<file path="src/hbs_defines.svh">
// Offsets, field positions, reset value and bus widths of the bridge status word
//
// Contract
// - 16-bit status at offset 06h, reset 0090h
// - Bit 15 parity flag reads zero always
// - Bit 14 sets when system error sent
// - Flags stay set until software writes one
// - Bit 13 sets on unsupported request completion
// - Bit 12 sets on completer abort completion
// - Bit 11 hardwired zero, no aborts sent
// - Bits 10:9 always read 00, fast decode
// - Bit 8 master parity flag reads zero
// - Bit 7 hardwired one, back-to-back capable
// - Bit 5 hardwired zero, no 66 MHz
`ifndef HBS_DEFINES_SVH
`define HBS_DEFINES_SVH

// -----------------------------------------------------------------
// Register map
// -----------------------------------------------------------------
`define HBS_STATUS_OFFSET     8'h06
`define HBS_ADDR_W            8
`define HBS_DATA_W            16
`define HBS_STATUS_RESET      16'h0090

// -----------------------------------------------------------------
// Field positions
// -----------------------------------------------------------------
`define HBS_BIT_PARITY_DET    15
`define HBS_BIT_SERR_SENT     14
`define HBS_BIT_UNSUP_CPL     13
`define HBS_BIT_CPL_ABORT     12
`define HBS_BIT_ABORT_SIG     11
`define HBS_BIT_TIMING_HI     10
`define HBS_BIT_TIMING_LO     9
`define HBS_BIT_MASTER_PAR    8
`define HBS_BIT_B2B_CAPABLE   7
`define HBS_BIT_66MHZ         5

`endif

</file>
<file path="src/hbs_pkg.sv">
// Types shared by the bridge status word block
package hbs_pkg;

    // Configuration access request from the config space decoder
    typedef struct packed {
        logic        wr;    // Write strobe, one cycle
        logic [7:0]  addr;  // Config byte offset
        logic [1:0]  be;    // Byte enables for the 16-bit word
        logic [15:0] wdata; // Write data
    } hbs_cfg_req_s;

    // Error events seen on the upstream link, one-cycle pulses
    typedef struct packed {
        logic serr_sent;  // System error message sent
        logic unsup_cpl;  // Unsupported Request completion received
        logic cpl_abort;  // Completer Abort completion received
    } hbs_events_s;

    // Whole state of the block
    typedef struct packed {
        logic        serr_sent;
        logic        unsup_cpl;
        logic        cpl_abort;
        logic [15:0] rdata;
    } hbs_state_s;

endpackage

</file>
<file path="src/hbs_status.sv">
// Bridge status word: sticky link error flags plus hardwired capability bits
`timescale 1ns/1ns
`include "hbs_defines.svh"

module hbs_status
    import hbs_pkg::*;
(
    input  wire logic         clock_i,   // 100 MHz clock
    input  wire logic         resetn_i,  // Synchronous reset, active low
    input  wire hbs_cfg_req_s cfg_i,     // Config access, same clock
    input  wire hbs_events_s  events_i,  // Link error events, same clock
    output logic [15:0]       rdata_o,   // Read data, valid one cycle after addr
    output logic [15:0]       status_o   // Live status word
);

    // -----------------------------------------------------------------
    // State
    // -----------------------------------------------------------------
    hbs_state_s state;       // Registered state
    hbs_state_s next_state;  // Next value

    // Compose the full word from flags and hardwired bits
    function automatic logic [15:0] hbs_word(input logic s, input logic u, input logic a);
        logic [15:0] w;
        w = `HBS_STATUS_RESET;
        w[`HBS_BIT_PARITY_DET] = 1'b0;
        w[`HBS_BIT_SERR_SENT]  = s;
        w[`HBS_BIT_UNSUP_CPL]  = u;
        w[`HBS_BIT_CPL_ABORT]  = a;
        return w;
    endfunction

    logic hit_wr;   // Write hits the status word with high byte enabled
    logic [15:0] clr; // Write-one-to-clear mask

    // -----------------------------------------------------------------
    // Next-state logic
    // -----------------------------------------------------------------
    // Set wins over clear so an event in the clearing cycle is kept
    always_comb begin
        hit_wr = cfg_i.wr && (cfg_i.addr == `HBS_STATUS_OFFSET) && cfg_i.be[1];
        clr    = hit_wr ? cfg_i.wdata : 16'h0000;
        next_state = state;
        // Flags clear only on a written one; zeros leave them
        next_state.serr_sent = events_i.serr_sent |
                               (state.serr_sent & ~clr[`HBS_BIT_SERR_SENT]);
        next_state.unsup_cpl = events_i.unsup_cpl |
                               (state.unsup_cpl & ~clr[`HBS_BIT_UNSUP_CPL]);
        next_state.cpl_abort = events_i.cpl_abort |
                               (state.cpl_abort & ~clr[`HBS_BIT_CPL_ABORT]);
        // Only the status offset returns data; other offsets read zero
        if (cfg_i.addr == `HBS_STATUS_OFFSET) begin
            next_state.rdata = hbs_word(state.serr_sent, state.unsup_cpl,
                                        state.cpl_abort);
        end else begin
            next_state.rdata = 16'h0000;
        end
    end

    // -----------------------------------------------------------------
    // State register
    // -----------------------------------------------------------------
    always_ff @(posedge clock_i) begin
        if (!resetn_i) begin
            state <= '{serr_sent: 1'b0, unsup_cpl: 1'b0, cpl_abort: 1'b0,
                       rdata: 16'h0000};
        end else begin
            state <= next_state;
        end
    end

    assign rdata_o  = state.rdata;
    assign status_o = hbs_word(state.serr_sent, state.unsup_cpl, state.cpl_abort);

    // -----------------------------------------------------------------
    // Assertions
    // -----------------------------------------------------------------
    a_reset_value: assert property (@(posedge clock_i)
        !resetn_i |=> status_o == 16'h0090)
        else $error("Status not 0090 after reset");
    a_parity_zero: assert property (@(posedge clock_i) disable iff (!resetn_i)
        !status_o[15] && !status_o[8])
        else $error("Parity bits not zero");
    a_serr_set: assert property (@(posedge clock_i) disable iff (!resetn_i)
        events_i.serr_sent |=> status_o[14])
        else $error("System error flag not set");
    a_flag_hold: assert property (@(posedge clock_i) disable iff (!resetn_i)
        status_o[13] && !(hit_wr && cfg_i.wdata[13]) |=> status_o[13])
        else $error("Unsupported flag dropped without clear");
    a_flag_clear: assert property (@(posedge clock_i) disable iff (!resetn_i)
        hit_wr && cfg_i.wdata[12] && !events_i.cpl_abort |=> !status_o[12])
        else $error("Abort flag not cleared by one");
    a_unsup_set: assert property (@(posedge clock_i) disable iff (!resetn_i)
        events_i.unsup_cpl |=> status_o[13])
        else $error("Unsupported flag not set");
    a_abort_set: assert property (@(posedge clock_i) disable iff (!resetn_i)
        events_i.cpl_abort |=> status_o[12])
        else $error("Abort flag not set");
    a_fixed_bits: assert property (@(posedge clock_i) disable iff (!resetn_i)
        status_o[11:9] == 3'h0 && status_o[7] && !status_o[5])
        else $error("Hardwired bits wrong");
    a_read_data: assert property (@(posedge clock_i) disable iff (!resetn_i)
        cfg_i.addr == 8'h06 |=> rdata_o == $past(status_o))
        else $error("Read data mismatch");

    c_serr_clear: cover property (@(posedge clock_i) disable iff (!resetn_i)
        status_o[14] && hit_wr && cfg_i.wdata[14]);
    c_set_on_clear: cover property (@(posedge clock_i) disable iff (!resetn_i)
        events_i.unsup_cpl && hit_wr && cfg_i.wdata[13]);
    c_all_flags: cover property (@(posedge clock_i) disable iff (!resetn_i)
        status_o[14:12] == 3'h7);

endmodule

</file>
<file path="config.mk">
export PLATFORM = sky130hd
export DESIGN_NAME = hbs_status
export DESIGN_NICKNAME = d
export VERILOG_FILES = /design/src/hbs_pkg.sv /design/src/hbs_status.sv
export VERILOG_INCLUDE_DIRS = /design/src
export SDC_FILE = /design/constraint.sdc
export NUM_CORES = 1
export LEC_CHECK = 0
export BUFFER_PORTS_ARGS = -buffer_cell sky130_fd_sc_hd__clkbuf_2
export CAP_MARGIN = 10
export CORE_UTILIZATION = 26
export CTS_CLUSTER_DIAMETER = 120
export DETAILED_ROUTE_END_ITERATION = 6
export PLACE_DENSITY = 0.79
export SYNTH_ARGS = -nofsm -noshare
export SYNTH_HDL_FRONTEND = slang
export SYNTH_SLANG_ARGS = --single-unit
</file>
<file path="constraint.sdc">
create_clock -name clock_i -period 1.05 [get_ports clock_i]
set_input_delay 0.21 -clock clock_i [delete_from_list [all_inputs] [get_ports clock_i]]
set_output_delay 0.21 -clock clock_i [all_outputs]
set_load 0.1 [all_outputs]
</file>
### Word-level counts from Yosys, hierarchy flattened

Cells that the tools add are included.

* eq/ne operators: 1
* mux-type cells: 2
* bitwise operators: 9
* reductions and logical operators: 3

Operator list (number)
* 15-bit two-way mux: 1
* 8-bit by 3-bit equality test with 1-bit output (second input constant): 1
* 8-bit two-way mux: 1
* 1-bit bitwise AND: 3
* 1-bit NOT: 3
* 1-bit bitwise OR: 3
* 1-bit logical AND: 2
* 2-bit AND reduction: 1

* register bits: 19
* input bits: 32
* output and inout bits: 32
* word-level logic and storage cells: 20

### Logic depth before layout (Yosys ltp)

* word-level depth: 7
* mapped depth: 4

### Least setup slack after synthesis

No wires, ideal clock.

* path kind: register -> output
* start point: register rdata_o[4] (netlist name)
* end point: output rdata_o[7]
* arrival time: 1.356 ns
* required time: 0.840 ns
* setup slack: -0.516 ns
* cell stages (with the launch flop): 2
* path through: dfxtp_1 -> buf_4

RTL lines
* end: declaration: line hbs_status.sv:12 `output logic [15:0] rdata_o,`

==> impl_results.md <==
- Run status: finished, violations left
- Failing checks: design-rule violations
- Synthesized instance count: 52
- Yosys Warn Count: 0
- Initial Util: 0.2881
- Standby leakage power: 0.3461 nW
- Final slew viol count: 0
- Fin cells: 93
- Final period demand of the worst path: 1005 ps
- DP Cell Count: 89
- Grt total ovfl: 0
- Post-CTS clock slew at the launch and capture registers of the worst setup and hold paths: about 50 ps
- Die ar.: 1898 um2
- Min-delay worst type: in -> reg
- Total number of vias: 359
- Critical path data required time: 840 ps
- Final instance area: 638.1 um2
- Multiplexer share of the synthesized area: 0
- Number of buffer and inverter instances along the worst setup path: 1
- Syn-to-layout area delta: 42.06%
- Detail-routed net length per standard cell: 7.925 um
- Standard cell core area: around 1600 um2
- Setup TNS: 0 ps
- Overall die height: 43.57 um
- Startpoint Class: register
- Setup slack of the most critical reg-to-reg path: approximately 330 ps
- Mapped Avg Cell Area: 8.638 um2
- Dominant combinational cell family by area after synthesis: buffers and inverters
- DRC Markers: 6
- MaxCap Viol Count: 0
- Clock skew after layout: 0.07169 ps
- Antenna diodes: 0
- CTS tree: done
- Utilization after layout: 0.4093
- Final worst path period share: 0.9574
- Adder and majority gate portion of the synthesized area: 0
- Minimum setup slack in the final design: 44.70 ps
- Die width: about 44 um
- Critical path class: reg -> out
- Hold Fails Final Rpt: 0
- Hold Buf Count CTS: 0
- Final estimated routing congestion in global placement: 0.7029
- Largest net degree at the start of global routing: 8
- Number of global-route vias before repair: 256
- Global-route wire length before repair: 1.117 mm
- Initial antenna violation count: 0
- Critical path arrival: 800 ps
- Layout cell share with drive strength beyond 1: 0.4675
- Maximum count of clock buffers along a single path: 2
- Synth Area in Compound Gates: 0.09192
- Crit. End Element: output port
- Post-DP Area: 610.6 um2
- Standard-cell row count: 14
- VDD IR-drop max: 0.0005010 V
- Number of iterations in the first detailed-routing pass: 6
- Net total in the final layout: 110
- Count of state elements after synthesis: 7
- Total power: a little over 1 mW
- CTS H-tree lvls: 1
- Num Clock Sinks: 7
- Timing-limited maximum frequency: 0.9947 GHz
- Fill cell total of the finished layout: 143
- Sequential-to-total area share from yosys stat: 0.3120
- Post-synthesis xor/xnor area fraction: 0
- Cell at the root of the clock tree: sky130_fd_sc_hd__clkbuf_4
- Vias per cell: 3.860
- Power per Cell Area: 1627 nW/um2
- Tot GR Track Use: 0.08240
- DR iter-0 viols: 11
- Post-Synth Simple-Gate Area: 0.1198
- Number of distinct library cell variants in the gate-level netlist after synthesis: 12
- Most frequent standard cell in the layout excluding fill and tap cells: sky130_fd_sc_hd__conb_1
- Total standard cell area after synthesis: around 450 um2
- Crit-path leading delay family: flip-flops
- Leading cell types in the layout, fill and taps excluded: sky130_fd_sc_hd__conb_1 (24), sky130_fd_sc_hd__clkbuf_2 (17), sky130_fd_sc_hd__buf_12 (8)
- Clock latency of the later-clocked register in the worst-skew pair: roughly 240 ps
- Top fanout value on the critical path: 2
- Total routed wirelength: 737 um
- Number of CTS-inserted buffers: 3
- Final-report setup violation count: 0
- Slowest cell on the critical path: sky130_fd_sc_hd__dfxtp_2
- Buffers on Ports: 25
- Antenna violation net count after detailed routing: 0
- Setup slack after placement: -170.5 ps
- Half-perimeter wire length of the detailed placement result: between 600 and 700 um
- Final Hold Slack: ~150 ps
- Slowest cell delay on critical path: 370 ps
- CP cell instances: buf_12
- Unrepaired setup endpoints after global routing: no
- Number of placed I/O pins: 64
-- sequential cells by signal (all words and copies together) (netlist names) --
register and cells:
rdata_o 4, status_o 3
-- worst paths after layout --
kind | from | to | cells past startpoint
setup / recovery | rdata_o[4]$_SDFF_PN0_ | rdata_o[7] | 1
hold / removal | cfg_i[13] | status_o[13]$_SDFF_PN0_ | 2
setup reg to reg | status_o[14]$_SDFF_PN0_ | status_o[14]$_SDFF_PN0_ | 2
hold reg to reg | status_o[12]$_SDFF_PN0_ | rdata_o[12]$_SDFF_PN0_ | 1
-- timing repair --
action,in CTS,in global routing
resized for setup,0,1
setup endpoints to repair,0,2
setup buffers,0,0
-- cell usage after synthesis (all sizes together) --
master  instances  area share
a41oi           3       0.059
and2            2       0.028
and3            3       0.042
and4b           1       0.022
buf            26        0.43
conb            2       0.017
dfxtp           7        0.31
inv             3       0.025
nor2            1      0.0083
nor4b           1       0.020
o21ai           3       0.033
-- layout make-up --
cell class                 count  area (um2)  area share
tap                           16       20.02     0.03137
clock buffer                   4       26.28     0.04118
timing repair buffer          25       245.2      0.3843
multi-input combinational     38       186.4      0.2922
inverter                       3       11.26     0.01765
sequential                     7       148.9      0.2333
-- report_power, final --
group          switching [mW]  leakage (nW)  internal (mW)
clock network          0.0893        0.0150          0.144
registers              0.0103        0.0600          0.277
logic                   0.455         0.271         0.0620
total                   0.555         0.346          0.483
-- metal layers --
layer	track usage	routed length, um
met2	0.1313	371
met3	0.01667	98
met4	0.07500	23
met1	0.09114	244
met5	0	0
-- cells by family (layout without fill, tap and decap cells) --
| kind of cell | Yosys count | in the layout |
|---|---|---|
| and+or+nand+nor | 8 | 8 |
| other | 2 | 24 |
| DFF | 7 | 7 |
| AOI/OAI and AO/OA | 6 | 6 |
| buffers and inverters | 29 | 32 |
Note: power is estimated with default switching activity, not from simulation.
